`config.mk`:
```
export PLATFORM = sky130hd
export DESIGN_NAME = ipm_regs
export DESIGN_NICKNAME = d
export VERILOG_FILES = /design/src/rtl/ipm_pkg.sv /design/src/rtl/ipm_sync.sv /design/src/rtl/ipm_regs.sv
export VERILOG_INCLUDE_DIRS = /design/src /design/src/rtl
export SDC_FILE = /design/constraint.sdc
export NUM_CORES = 1
export LEC_CHECK = 0
export ABC_CLOCK_PERIOD_IN_PS = 8600
export BUFFER_PORTS_ARGS = -buffer_cell sky130_fd_sc_hd__buf_2
export CAP_MARGIN = 20
export CORE_UTILIZATION = 30
export DETAILED_ROUTE_END_ITERATION = 10
export GPL_TIMING_DRIVEN = 0
export MAX_ROUTING_LAYER = met4
export PLACE_DENSITY = 0.51
export SYNTH_ARGS = -nofsm -noshare
export SYNTH_HDL_FRONTEND = slang
export SYNTH_HIERARCHICAL = 1
export SYNTH_SLANG_ARGS = --single-unit
export TNS_END_PERCENT = 1
```
`constraint.sdc`:
```
create_clock -name core_clk -period 8.6 [get_ports core_clk]
set_clock_uncertainty 0.05 [all_clocks]
set_input_delay 0.86 -clock core_clk [delete_from_list [all_inputs] [get_ports core_clk]]
set_output_delay 0.86 -clock core_clk [all_outputs]
set_load 0.05 [all_outputs]
```
`src/rtl/ipm_defs.svh`:
```
// Offsets, field positions, reset values and vector numbers of the pending/mask block.
// Assumes byte addresses on an 8-bit register port with 32-bit data.
`ifndef IPM_DEFS_SVH
`define IPM_DEFS_SVH

`define IPM_OFS_PEND_HIGH 8'h00
`define IPM_OFS_PEND_LOW 8'h04
`define IPM_OFS_MASK_HIGH 8'h08
`define IPM_OFS_MASK_LOW 8'h0C
`define IPM_OFS_EVT_STATUS 8'h1C
`define IPM_OFS_EVT_MASK 8'h20

`define IPM_NUM_SRC 64
`define IPM_SRC_FIRST 1
`define IPM_WORD_W 32
`define IPM_GLOBAL_MASK_BIT 0
`define IPM_PEND_RESET 64'h0000_0000_0000_0000
`define IPM_MASK_RESET 64'hFFFF_FFFF_FFFF_FFFF
`define IPM_WORD_ZERO 32'h0000_0000
`define IPM_HIGH_MSB 63
`define IPM_HIGH_LSB 32
`define IPM_LOW_MSB 31
`define IPM_LOW_LSB 0
`define IPM_VEC_NONE 8'h00

`define IPM_SPURIOUS_VEC 8'h18
`define IPM_VEC_BASE 8'h40
`define IPM_LEVEL_NONE 3'h0

`define IPM_EVT_W 4
`define IPM_EVT_GLOBAL_MASK_TRIGGER 0
`define IPM_EVT_RO_WRITE 1
`define IPM_EVT_SPURIOUS 2
`define IPM_EVT_NEW_REQ 3
`define IPM_EVT_STATUS_RESET 4'h0
`define IPM_EVT_MASK_RESET 4'hF

`endif

```
`src/rtl/ipm_pkg.sv`:
```
// Types of the pending/mask block: bus request, acknowledge request, level map, state.
// Assumes ipm_defs.svh is on the include path.
`include "ipm_defs.svh"

package ipm_pkg;

    typedef struct packed {
        logic [7:0] addr;
        logic [31:0] wdata;
        logic we;
        logic re;
    } ipm_bus_req_type;

    typedef struct packed {
        logic valid;
        logic [2:0] level;
    } ipm_ack_req_type;

    typedef logic [`IPM_NUM_SRC-1:0][2:0] ipm_level_map_type;

    typedef struct packed {
        logic [`IPM_NUM_SRC-1:0] pending;
        logic [`IPM_NUM_SRC-1:0] mask;
        logic [`IPM_NUM_SRC-1:0] eff;
        logic [`IPM_EVT_W-1:0] evt_status;
        logic [`IPM_EVT_W-1:0] evt_mask;
        logic irq;
        logic [31:0] rdata;
        logic ack_valid;
        logic [7:0] ack_vector;
    } ipm_state_type;

endpackage

```
`src/rtl/ipm_sync.sv`:
```
// Three-stage input synchroniser for a vector of request pins.
// Assumes asynchronous inputs; output changes only when stages two and three agree.
`timescale 1ns/1ps

module ipm_sync #(
    parameter int WIDTH = 63
) (
    input wire logic core_clk,
    input wire logic rst,
    input wire logic [WIDTH-1:0] async_in,
    output logic [WIDTH-1:0] sync_out
);

    typedef struct packed {
        logic [WIDTH-1:0] s1;
        logic [WIDTH-1:0] s2;
        logic [WIDTH-1:0] s3;
        logic [WIDTH-1:0] out;
    } ipm_sync_state_type;

    ipm_sync_state_type state;
    ipm_sync_state_type next_state;

    always_comb
    begin
        next_state = state;
        next_state.s1 = async_in;
        next_state.s2 = state.s1;
        next_state.s3 = state.s2;
        // Take the new level only where stages two and three agree
        next_state.out = (~(state.s2 ^ state.s3) & state.s3) | ((state.s2 ^ state.s3) & state.out);
    end

    always_ff @(posedge core_clk or posedge rst)
    begin
        if (rst)
        begin
            state <= '0;
        end
        else
        begin
            state <= next_state;
        end
    end

    assign sync_out = state.out;

endmodule

```
`src/rtl/ipm_regs.sv`:
```
// Pending and mask maps of one interrupt controller, with register port,
// effective request vector, spurious acknowledge answer and event interrupt.
// Assumes request pins are asynchronous and the level map comes from level control logic.
//
// Strobed register access and the address map are this design's own decisions.
`timescale 1ns/1ps
`include "ipm_defs.svh"

module ipm_regs (
    input wire logic core_clk,
    input wire logic rst,
    input wire logic [`IPM_NUM_SRC-1:`IPM_SRC_FIRST] src_req,
    input wire ipm_pkg::ipm_bus_req_type bus_req,
    output logic [31:0] bus_rdata,
    input wire ipm_pkg::ipm_ack_req_type ack_req,
    input wire ipm_pkg::ipm_level_map_type src_level,
    output logic ack_valid,
    output logic [7:0] ack_vector,
    output logic [`IPM_NUM_SRC-1:0] eff_req,
    output logic evt_irq
);

    logic [`IPM_NUM_SRC-1:`IPM_SRC_FIRST] src_sync;
    ipm_pkg::ipm_state_type state;
    ipm_pkg::ipm_state_type next_state;
    logic [`IPM_EVT_W-1:0] evt_set;
    logic [`IPM_EVT_W-1:0] evt_clr;
    logic [7:0] picked_vec;

    // Request pins cross into the clock domain here
    ipm_sync #(
        .WIDTH(`IPM_NUM_SRC - `IPM_SRC_FIRST)
    ) ipm_sync_i (
        .core_clk(core_clk),
        .rst(rst),
        .async_in(src_req),
        .sync_out(src_sync)
    );

    // Highest numbered active source on the acknowledged level
    function automatic logic [7:0] ipm_pick_vector(
        input logic [`IPM_NUM_SRC-1:0] req,
        input ipm_pkg::ipm_level_map_type lvl,
        input logic [2:0] level
    );
        logic [7:0] vec;
        vec = `IPM_SPURIOUS_VEC;
        for (int i = `IPM_SRC_FIRST; i < `IPM_NUM_SRC; i++)
        begin
            if (req[i] && (lvl[i] == level) && (lvl[i] != `IPM_LEVEL_NONE))
            begin
                vec = `IPM_VEC_BASE + 8'(i);
            end
        end
        return vec;
    endfunction

    always_comb
    begin
        next_state = state;
        evt_set = '0;
        evt_clr = '0;
        picked_vec = ipm_pick_vector(state.eff, src_level, ack_req.level);

        // Pending follows the synchronised lines, mask plays no part
        next_state.pending = {src_sync, 1'b0};

        // Register writes
        if (bus_req.we)
        begin
            case (bus_req.addr)
                `IPM_OFS_PEND_HIGH,
                `IPM_OFS_PEND_LOW:
                begin
                    // Write dropped, only flagged
                    evt_set[`IPM_EVT_RO_WRITE] = 1'b1;
                end
                `IPM_OFS_MASK_HIGH:
                begin
                    next_state.mask[`IPM_HIGH_MSB:`IPM_HIGH_LSB] = bus_req.wdata;
                end
                `IPM_OFS_MASK_LOW:
                begin
                    next_state.mask[`IPM_LOW_MSB:`IPM_LOW_LSB] = bus_req.wdata;
                    if (bus_req.wdata[`IPM_GLOBAL_MASK_BIT])
                    begin
                        // Mask-all forces both words to ones
                        next_state.mask = `IPM_MASK_RESET;
                        evt_set[`IPM_EVT_GLOBAL_MASK_TRIGGER] = 1'b1;
                    end
                end
                `IPM_OFS_EVT_STATUS:
                begin
                    evt_clr = bus_req.wdata[`IPM_EVT_W-1:0];
                end
                `IPM_OFS_EVT_MASK:
                begin
                    next_state.evt_mask = bus_req.wdata[`IPM_EVT_W-1:0];
                end
                default:
                begin
                    evt_clr = '0;
                end
            endcase
        end

        // Effective request follows pending and mask of the same cycle
        next_state.eff = next_state.pending & ~next_state.mask;
        if (|(next_state.eff & ~state.eff))
        begin
            evt_set[`IPM_EVT_NEW_REQ] = 1'b1;
        end

        // Acknowledge answer one cycle after the request
        next_state.ack_valid = ack_req.valid;
        next_state.ack_vector = `IPM_VEC_NONE;
        if (ack_req.valid)
        begin
            next_state.ack_vector = picked_vec;
            if (picked_vec == `IPM_SPURIOUS_VEC)
            begin
                evt_set[`IPM_EVT_SPURIOUS] = 1'b1;
            end
        end

        // Sticky events, set wins over clear
        next_state.evt_status = (state.evt_status & ~evt_clr) | evt_set;
        next_state.irq = |(next_state.evt_status & ~next_state.evt_mask);

        // Read data stands only in the cycle after the strobe
        next_state.rdata = `IPM_WORD_ZERO;
        if (bus_req.re)
        begin
            case (bus_req.addr)
                `IPM_OFS_PEND_HIGH:
                begin
                    next_state.rdata = state.pending[`IPM_HIGH_MSB:`IPM_HIGH_LSB];
                end
                `IPM_OFS_PEND_LOW:
                begin
                    next_state.rdata = {state.pending[`IPM_LOW_MSB:`IPM_SRC_FIRST], 1'b0};
                end
                `IPM_OFS_MASK_HIGH:
                begin
                    next_state.rdata = state.mask[`IPM_HIGH_MSB:`IPM_HIGH_LSB];
                end
                `IPM_OFS_MASK_LOW:
                begin
                    next_state.rdata = state.mask[`IPM_LOW_MSB:`IPM_LOW_LSB];
                end
                `IPM_OFS_EVT_STATUS:
                begin
                    next_state.rdata = {{(`IPM_WORD_W-`IPM_EVT_W){1'b0}}, state.evt_status};
                end
                `IPM_OFS_EVT_MASK:
                begin
                    next_state.rdata = {{(`IPM_WORD_W-`IPM_EVT_W){1'b0}}, state.evt_mask};
                end
                default:
                begin
                    next_state.rdata = `IPM_WORD_ZERO;
                end
            endcase
        end
    end

    always_ff @(posedge core_clk or posedge rst)
    begin
        if (rst)
        begin
            state.pending <= `IPM_PEND_RESET;
            state.mask <= `IPM_MASK_RESET;
            state.eff <= `IPM_PEND_RESET;
            state.evt_status <= `IPM_EVT_STATUS_RESET;
            state.evt_mask <= `IPM_EVT_MASK_RESET;
            state.irq <= 1'b0;
            state.rdata <= `IPM_WORD_ZERO;
            state.ack_valid <= 1'b0;
            state.ack_vector <= `IPM_VEC_NONE;
        end
        else
        begin
            state <= next_state;
        end
    end

    assign bus_rdata = state.rdata;
    assign ack_valid = state.ack_valid;
    assign ack_vector = state.ack_vector;
    assign eff_req = state.eff;
    assign evt_irq = state.irq;

endmodule

```
==> metrics.md, run 1 <==
| Metric | Value |
|---|---|
| Status | complete, no violations |
| FFs w/ async S/R, synth | 1.00 |
| Placer Congestion | 0.937 |
| Total core area | 0.0717 mm^2 |
| Mean Syn Cell Area | 11.7 um^2 |
| Average wire per standard cell | 28.3 um |
| Initial antenna violation count | 19 |
| CP Max Fanout | 10 |
| Leakage power | 12.0 nW |
| Mapped Cells | 1,870 |
| Cells resized by post-CTS repair | 0 |
| Clock Latency Late Sink | 600 ps |
| Top FF cell, synth | dfrtp_1 |
| Arr. time, crit path | 5370 ps |
| CTS clk-pin slew, worst paths | 70 ps |
| Crit path capture type | flip-flop |
| End-of-flow core utilization | 0.378 |
| Total CTS buffers | 53 |
| Detailed placement HPWL | 75,400 um |
| Achievable Freq | 0.202 GHz |
| Most frequent cells in the layout | 427 x buf_2, 423 x dfrtp_1, 170 x buf_4 |
| Remaining DRCs | 0 |
| Site row count | 98 |
| Die area | 0.0738 mm^2 |
| Slew Limit Fails | 0 |
| CTS sink count | 491 |
| Total number of vias | 17,000 |
| Layout cells sized above 1 | 0.380 |
| Area delta synth->final | 24.3% |
| Total negative slack | 0 ps |
| RSZ-0062 raised after global routing | false |
| Crit path max-delay family | simple AND/OR/NAND/NOR gates |
| Total track usage | 0.262 |
| Hold crit path type | flip-flop to flip-flop |
| Nets | 2,640 |
| Synthesis Warnings | 6 |
| Longest Clk Path Bufs | 3 |
| Setup Fix Bufs, Post-CTS | 0 |
| H-tree levels | 2 |
| Critical path's slowest cell | nor4_1 |
| Number of synthesized flops with an enable pin | 0 |
| Grt ovf | 0 |
| CTS root buf | clkbuf_16 |
| Drt first pass iters | 6 |
| MaxCap Viol Count | 0 |
| IO buf count | 398 |
| Power Dens Cells | 228 mW/mm^2 |
| Slew headroom | 0.207 |
| Final period util | 0.575 |
| CP Buf/Inv Count | 3 |
| Initial Util | 0.304 |
| CTS tree | done |
| Hold slack | 273 ps |
| Routed Antenna Nets | 0 |
| #FFs+latches synth | 491 |
| DRT iter0 DRCs | 1,317 |
| I/O Pins | 409 |
| Mapped cell area | 0.0218 mm^2 |
| Fillers | 7,087 |
| Count of cell types in the netlist | 74 |
| Vias in the first global route | 17,600 |
| Largest net degree at the start of global routing | 123 |
| First-pass GRT wire length | 132,000 um |
| Crit Path Class | input port to flip-flop |
| Critical Path Max Stage Delay | 780 ps |
| Total power | 6.19 mW |
| # hold bufs at CTS | 0 |
| Critical path required time | 9030 ps |
| Vias per cell | 5.08 |
| Cell Chain, Critical Path | clkbuf_1, nor2b_1, clkbuf_1, nand3_1, nand2_2, buf_2, o21ai_0, nor4_1, and4_1, nand3_1, a221o_1 |
| Die height | 272 um |
| Final min period | 4940 ps |
| Final wirelength | 94,800 um |
| CP Launch Type | input port |
| Worst slew pin tran | 1180 ps |
| Fin. Hold Viols | 0 |
| Area occupied by multi-input gates | 0.00767 mm^2 |
| Peak supply drop | 0.138 mV |
| Commonest non-fill, non-tap cell in the layout | buf_2 |
| Register area | 0.0124 mm^2 |
| Final Setup Violations | 0 |
| Die X | 272 um |
| Sequential area share after synthesis | 0.567 |
## report_power, final
part	total (mW)	internal [mW]	switching [mW]
Combinational	1.04	0.398	0.640
Sequential	2.69	2.51	0.180
Clock	2.46	1.49	0.970
## kinds of logic (layout without fill, tap and decap cells)
kind of cell | count (synthesis) | after routing | share of synthesized area
buf+inv | 301 | 812 | 0.0823
flops | 491 | 491 | 0.567
other cells | 1 | 17 | 0.000172
fa+ha+maj | 63 | 63 | 0.0325
xor+xnor | 126 | 126 | 0.0506
simple gates | 480 | 480 | 0.120
compound gates | 373 | 373 | 0.130
mux | 35 | 35 | 0.0174
## layer usage
layer,share of wire,track usage,wire length [um]
met2,0.49,0.437,46300
met1,0.42,0.320,39500
met3,0.063,0.0468,5960
met4,0.032,0.0841,3030
met5,0,-,0
## synth_stat cells (46+ instances only)
library cell,count,area [um^2]
buf_4,167,1250
o2111ai_1,46,403
nor2_1,122,458
xnor2_1,57,499
inv_1,48,180
xor2_1,69,604
nand2_1,68,255
maj3_2,63,709
dfrtp_1,423,10600
o21ai_0,63,315
dfstp_2,68,1790
clkbuf_1,52,195
## final cells by class
| cell class | count | area share |
|---|---|---|
| Tap cell | 950 | 0.0438 |
| Multi-Input combinational cell | 1079 | 0.283 |
| Antenna cell | 15 | 0.00138 |
| Buffer | 253 | 0.0596 |
| Clock buffer | 75 | 0.0565 |
| Sequential cell | 491 | 0.456 |
| Inverter | 48 | 0.00720 |
| Timing Repair Buffer | 411 | 0.0790 |
| Clock inverter | 25 | 0.0136 |
## per-stage QoR
step,std cells,setup slack [ps],area [um^2]
after floorplan,1871,762,21800
after global placement,3219,-2090,25000
after detailed placement,3232,3100,25200
after CTS,3332,3730,27100
after global routing,3347,3580,27100
final,3347,3660,27100
## final timing paths
check	startpoint	endpoint	slack, ps	cells past startpoint
min in group asynchronous	rst	ipm_sync_i/next_state[140]	310	2
max in group asynchronous	rst	state[191]	6840	3
max	bus_req[37]	evt_irq	3660	11
min reg2reg	ipm_sync_i/next_state[180]	ipm_sync_i/next_state[117]	270	0
min	ipm_sync_i/next_state[180]	ipm_sync_i/next_state[117]	270	0
max reg2reg	flip-flop	evt_irq	5330	9
Power figures use the tool's default switching activity.
==> run 2: changes to the inputs <==
ABC_CLOCK_PERIOD_IN_PS = 4600   (was 8600)
clock period = 4.6 ns   (was 8.6 ns; I/O delays follow)
==> run 2 against run 1 <==
  * Via count grew 0.51%
  * Sequential share of layout area shrank 0.97 points
  * Highest routed layer unchanged
  * Sequential cell count is the same
  * Worst hold slack lost 200 ps
  * Critical path depth shrank 1
  * Worst setup slack lost 3600 ps
  * Combinational power grew 90%
==> metrics.md, run 2 (synthesis results as in run 1) <==
| Metric | Value |
|---|---|
| CTS clk-pin slew, worst paths | 70 ps |
| MaxCap Viol Count | 0 |
| Vias in the first global route | 17,500 |
| Initial antenna violation count | 11 |
| Critical path's slowest cell | buf_1 |
| Hold endpoint | state[169] |
| Longest Clk Path Bufs | 3 |
| RR Endpoint | evt_irq |
| Total track usage | 0.260 |
| Arr. time, crit path | 4940 ps |
| Hold slack | 71.1 ps |
| Final period util | 0.982 |
| I/O Pins | 409 |
| IO buf count | 398 |
| Final wirelength | 93,700 um |
| WHS Path Cells | 3 |
| Total number of vias | 17,100 |
| CP Max Fanout | 10 |
| CP Buf/Inv Count | 5 |
| Crit path capture type | flip-flop |
| CTS sink count | 491 |
| Die height | 272 um |
| Leakage power | 12.3 nW |
| Final Setup Violations | 0 |
| CTS tree | done |
| Status | complete, no violations |
| Final min period | 4520 ps |
| Power Dens Cells | 412 mW/mm^2 |
| Placer Congestion | 0.940 |
| Fin. Hold Viols | 0 |
| Peak supply drop | 0.270 mV |
| Vias per cell | 5.02 |
| First-pass GRT wire length | 131,000 um |
| Critical Path Max Stage Delay | 840 ps |
| Critical path required time | 5020 ps |
| Most frequent cells in the layout | 428 x buf_2, 423 x dfrtp_1, 169 x buf_4 |
| Area occupied by multi-input gates | 0.00767 mm^2 |
| Nets | 2,703 |
| Remaining DRCs | 0 |
| Crit Path Class | input port to flip-flop |
| Achievable Freq | 0.221 GHz |
| Total CTS buffers | 49 |
| Area delta synth->final | 27.0% |
| Largest net degree at the start of global routing | 121 |
| Fillers | 7,084 |
| Crit path max-delay family | buffers and inverters |
| DRT iter0 DRCs | 1,276 |
| Design Area, Final | 0.0277 mm^2 |
| RSZ-0062 raised after global routing | false |
| Total power | 11.4 mW |
| Die X | 272 um |
| CTS root buf | clkbuf_16 |
| Register area | 0.0124 mm^2 |
| Drt first pass iters | 6 |
| Total core area | 0.0717 mm^2 |
| Layout cells sized above 1 | 0.370 |
| Register-to-Register Path Depth | 9 |
| Initial Util | 0.304 |
| Total negative slack | 0 ps |
| R2R setup slack | 1350 ps |
| Hold crit path type | input port to flip-flop |
| Die area | 0.0738 mm^2 |
| Cell Chain, Critical Path | clkbuf_1, nor2b_1, clkbuf_1, nand3_1, nand2_2, buf_2, buf_1, buf_1, o22a_1, nor2_1 |
| Grt ovf | 0 |
| Dpl cell area | 0.0252 mm^2 |
| Slew Limit Fails | 0 |
| CP Launch Type | input port |
| Detailed placement HPWL | 74,700 um |
| H-tree levels | 2 |
| Site row count | 98 |
| Worst slew pin tran | 1220 ps |
| Commonest non-fill, non-tap cell in the layout | buf_2 |
| Setup Fix Bufs, Post-CTS | 0 |
| Routed Antenna Nets | 0 |
| Min-delay src | bus_req[25] |
| Average wire per standard cell | 27.5 um |
| Clock Latency Late Sink | 590 ps |
| Slew headroom | 0.177 |
==> run 2: cell count changes in the layout (fill, tap and decap cells not counted), sizes merged <==
| cell | before | now |
|---|---|---|
| inv | 54 | 48 |
| clkinvlp | 4 | 6 |
| dlygate4sd3 | 0 | 65 |
| clkbuf | 127 | 117 |
| buf | 612 | 614 |
| diode | 15 | 10 |
| bufinv | 8 | 10 |
| clkinv | 7 | 11 |
==> run 2: worst max-delay path by stage <==
stage | startpoint | to | slack (ps) | depth (start not counted)
after floorplan | rst | ack_valid | -2360 | 1
after global placement | rst | bus_rdata[11] | -5750 | 2
after detailed placement | bus_req[37] | evt_irq | -540 | 11
after CTS | bus_req[37] | evt_irq | 100 | 11
after global routing | bus_req[37] | eff_req[46] | 70 | 10
final | bus_req[37] | eff_req[63] | 80 | 10
==> run 2: worst reg2reg max path, delay by kind of cell, from the launching register on <==
kind,cells,cell delay [ps]
buffers and inverters,1,160
AO/OA/AOI/OAI,2,480
flip-flops,1,400
AND/OR/NAND/NOR,6,2060
==> run 2: area by class of cell <==
type | count | share of cell area
multi-input combinational | 1079 | 0.277
sequential | 491 | 0.446
clock inverter | 27 | 0.0157
buffer | 253 | 0.0583
tap | 950 | 0.0429
timing repair buffer | 478 | 0.103
clock buffer | 65 | 0.0489
antenna | 10 | 0.000903
inverter | 48 | 0.00691
==> run 2: repair_timing <==
action / CTS / global route
gates resized for setup: 0 / 1
endpoints found under the hold margin: 91 / 0
endpoints found under the setup margin: 0 / 1
hold buffers: 65 / 0
==> run 2: layer usage <==
metal | global-route usage | vias to the layer above | part of all wire
met5 | - | - | 0
met3 | 0.0420 | 135 | 0.060
met2 | 0.432 | 709 | 0.49
li1 | - | 7605 | -
met4 | 0.0723 | 0 | 0.030
met1 | 0.325 | 8626 | 0.42
==> run 2: where the power goes <==
group / leakage [nW] / switching, mW / internal (mW)
logic: 5.70 / 1.20 / 0.786
clock network: 0.861 / 1.75 / 2.66
registers: 5.72 / 0.339 / 4.70
==> run 2: stage by stage <==
| step | std cells | util | setup WS, ps |
|---|---|---|---|
| global route | 3399 | 0.386 | 65.2 |
| global placement | 3219 | 0.349 | -5750 |
| detailed placement | 3234 | 0.352 | -540 |
| finish | 3401 | 0.386 | 83.1 |
| CTS | 3391 | 0.386 | 100 |
| floorplan | 1871 | - | -2360 |
==> run 3: changes to the inputs <==
HOLD_SLACK_MARGIN = 0.12   (was not set)
==> run 3 against run 2 <==
  * Die area unchanged
  * Wire length is essentially flat
  * Maximum frequency is 0.80% lower
  * Power is essentially flat
  * Final cell count up 0.53%
  * Cell area grew 0.60%
  * Combinational power about the same
  * Sequential power is essentially flat
  * First-iteration DRC count decreased by 1.2%
  * Highest routed layer unchanged
  * Clock power about the same
  * Critical path depth is the same
==> metrics.md, run 3 (synthesis results as in run 1) <==
| Metric | Value |
|---|---|
| Layout cells sized above 1 | 0.368 |
| I/O Pins | 409 |
| Clock Latency Late Sink | 590 ps |
| Total core area | 0.0717 mm^2 |
| Hold crit path type | input port to flip-flop |
| Drt first pass iters | 7 |
| Critical path required time | 5030 ps |
| Total power | 11.4 mW |
| Routed Antenna Nets | 0 |
| Detailed placement HPWL | 74,700 um |
| Total track usage | 0.260 |
| Crit path capture type | flip-flop |
| Most frequent cells in the layout | 428 x buf_2, 423 x dfrtp_1, 169 x buf_4 |
| Slew headroom | 0.166 |
| Power Dens Cells | 410 mW/mm^2 |
| Die height | 272 um |
| DRT iter0 DRCs | 1,261 |
| Leakage power | 12.4 nW |
| Critical Path Max Stage Delay | 840 ps |
| CTS sink count | 491 |
| Grt ovf | 0 |
| Final wirelength | 93,600 um |
| Total number of vias | 17,200 |
| Total CTS buffers | 49 |
| IO buf count | 398 |
| Final Setup Violations | 0 |
| Final min period | 4550 ps |
| Nets | 2,719 |
| Die area | 0.0738 mm^2 |
| Critical path's slowest cell | buf_1 |
| Crit Path Class | input port to flip-flop |
| Slew Limit Fails | 0 |
| Post-route setup slack | 46.6 ps |
| Die X | 272 um |
| Cell Chain, Critical Path | clkbuf_1, nor2b_1, clkbuf_1, nand3_1, nand2_2, buf_2, buf_1, buf_1, o22a_1, nor2b_1 |
| First-pass GRT wire length | 131,000 um |
| Longest Clk Path Bufs | 3 |
| CTS clk-pin slew, worst paths | 70 ps |
| Commonest non-fill, non-tap cell in the layout | buf_2 |
| Achievable Freq | 0.220 GHz |
| Worst slew pin tran | 1240 ps |
| Arr. time, crit path | 4980 ps |
| Fin. Hold Viols | 0 |
| H-tree levels | 2 |
| Peak supply drop | 0.270 mV |
| CP Max Fanout | 10 |
| Area delta synth->final | 27.8% |
| CP Launch Type | input port |
| Status | complete, no violations |
| Vias per cell | 5.02 |
| Place WS | -540 ps |
| CTS root buf | clkbuf_16 |
| MaxCap Viol Count | 0 |
| Final period util | 0.990 |
| Remaining DRCs | 0 |
| Initial antenna violation count | 11 |
| Vias in the first global route | 17,700 |
| Placer Congestion | 0.940 |
| CTS tree | done |
| Largest net degree at the start of global routing | 121 |
| Average wire per standard cell | 27.4 um |
| RSZ-0062 raised after global routing | false |
| Initial Util | 0.304 |
| Site row count | 98 |
| Setup Fix Bufs, Post-CTS | 0 |
run 3: cell types whose count changed in the layout (fill, tap and decap cells not counted), sizes merged:
cell	change
dlygate4sd3	+16
diode	+2
run 3: repair_timing:
action	in CTS	in global routing
setup endpoints to repair	0	1
hold buffers	81	0
resized for setup	0	1
endpoints found under the hold margin	200	0
run 3: layer usage:
metal / share of wire / GRT usage
met1: 0.42 / 0.323
met4: 0.030 / 0.0738
met2: 0.49 / 0.434
met3: 0.058 / 0.0419
met5: 0 / -
run 3: final cells by class:
class                           instances  area [um^2]
Inverter                               48          191
Multi-Input combinational cell       1079         7670
Sequential cell                       491        12400
Clock inverter                         27          435
Tap cell                              950         1190
Antenna cell                           12         30.0
Timing Repair Buffer                  494         3020
Buffer                                253         1620
Clock buffer                           65         1360
Fill cell                            7070        43900
run 3: critical path, delay by kind of cell:
family                 cells  cell delay [ps]
AND/OR/NAND/NOR            4             1230
AO/OA/AOI/OAI              1              300
buffers and inverters      5             2970
run 3: final timing paths:
path	from	endpoint	slack (ps)	cells after the start
max	bus_req[37]	eff_req[45]	50	10
max reg2reg	flip-flop	evt_irq	1320	9
min	bus_req[9]	state[121]	150	2
max in group asynchronous	rst	ipm_sync_i/state[63]	2540	7
min reg2reg	ipm_sync_i/next_state[179]	ipm_sync_i/next_state[116]	300	0
min in group asynchronous	rst	ipm_sync_i/next_state[140]	520	3
run 3: power by group:
group / internal, mW / switching, mW
Combinational: 0.795 / 1.20
Sequential: 4.70 / 0.339
Clock: 2.66 / 1.75
run 3: metrics by stage:
| stage | util | cell area [um^2] | hold WS [ps] | cells | setup TNS, ps |
|---|---|---|---|---|---|
| global placement | 0.349 | 25000 | 283 | 3219 | -1382560 |
| finish | 0.389 | 27900 | 149 | 3419 | 0 |
| global route | 0.389 | 27900 | 141 | 3417 | 0 |
| detailed placement | 0.352 | 25200 | 285 | 3234 | -7600 |
| floorplan | - | 21800 | 281 | 1871 | -439390 |
| CTS | 0.388 | 27800 | 121 | 3407 | 0 |
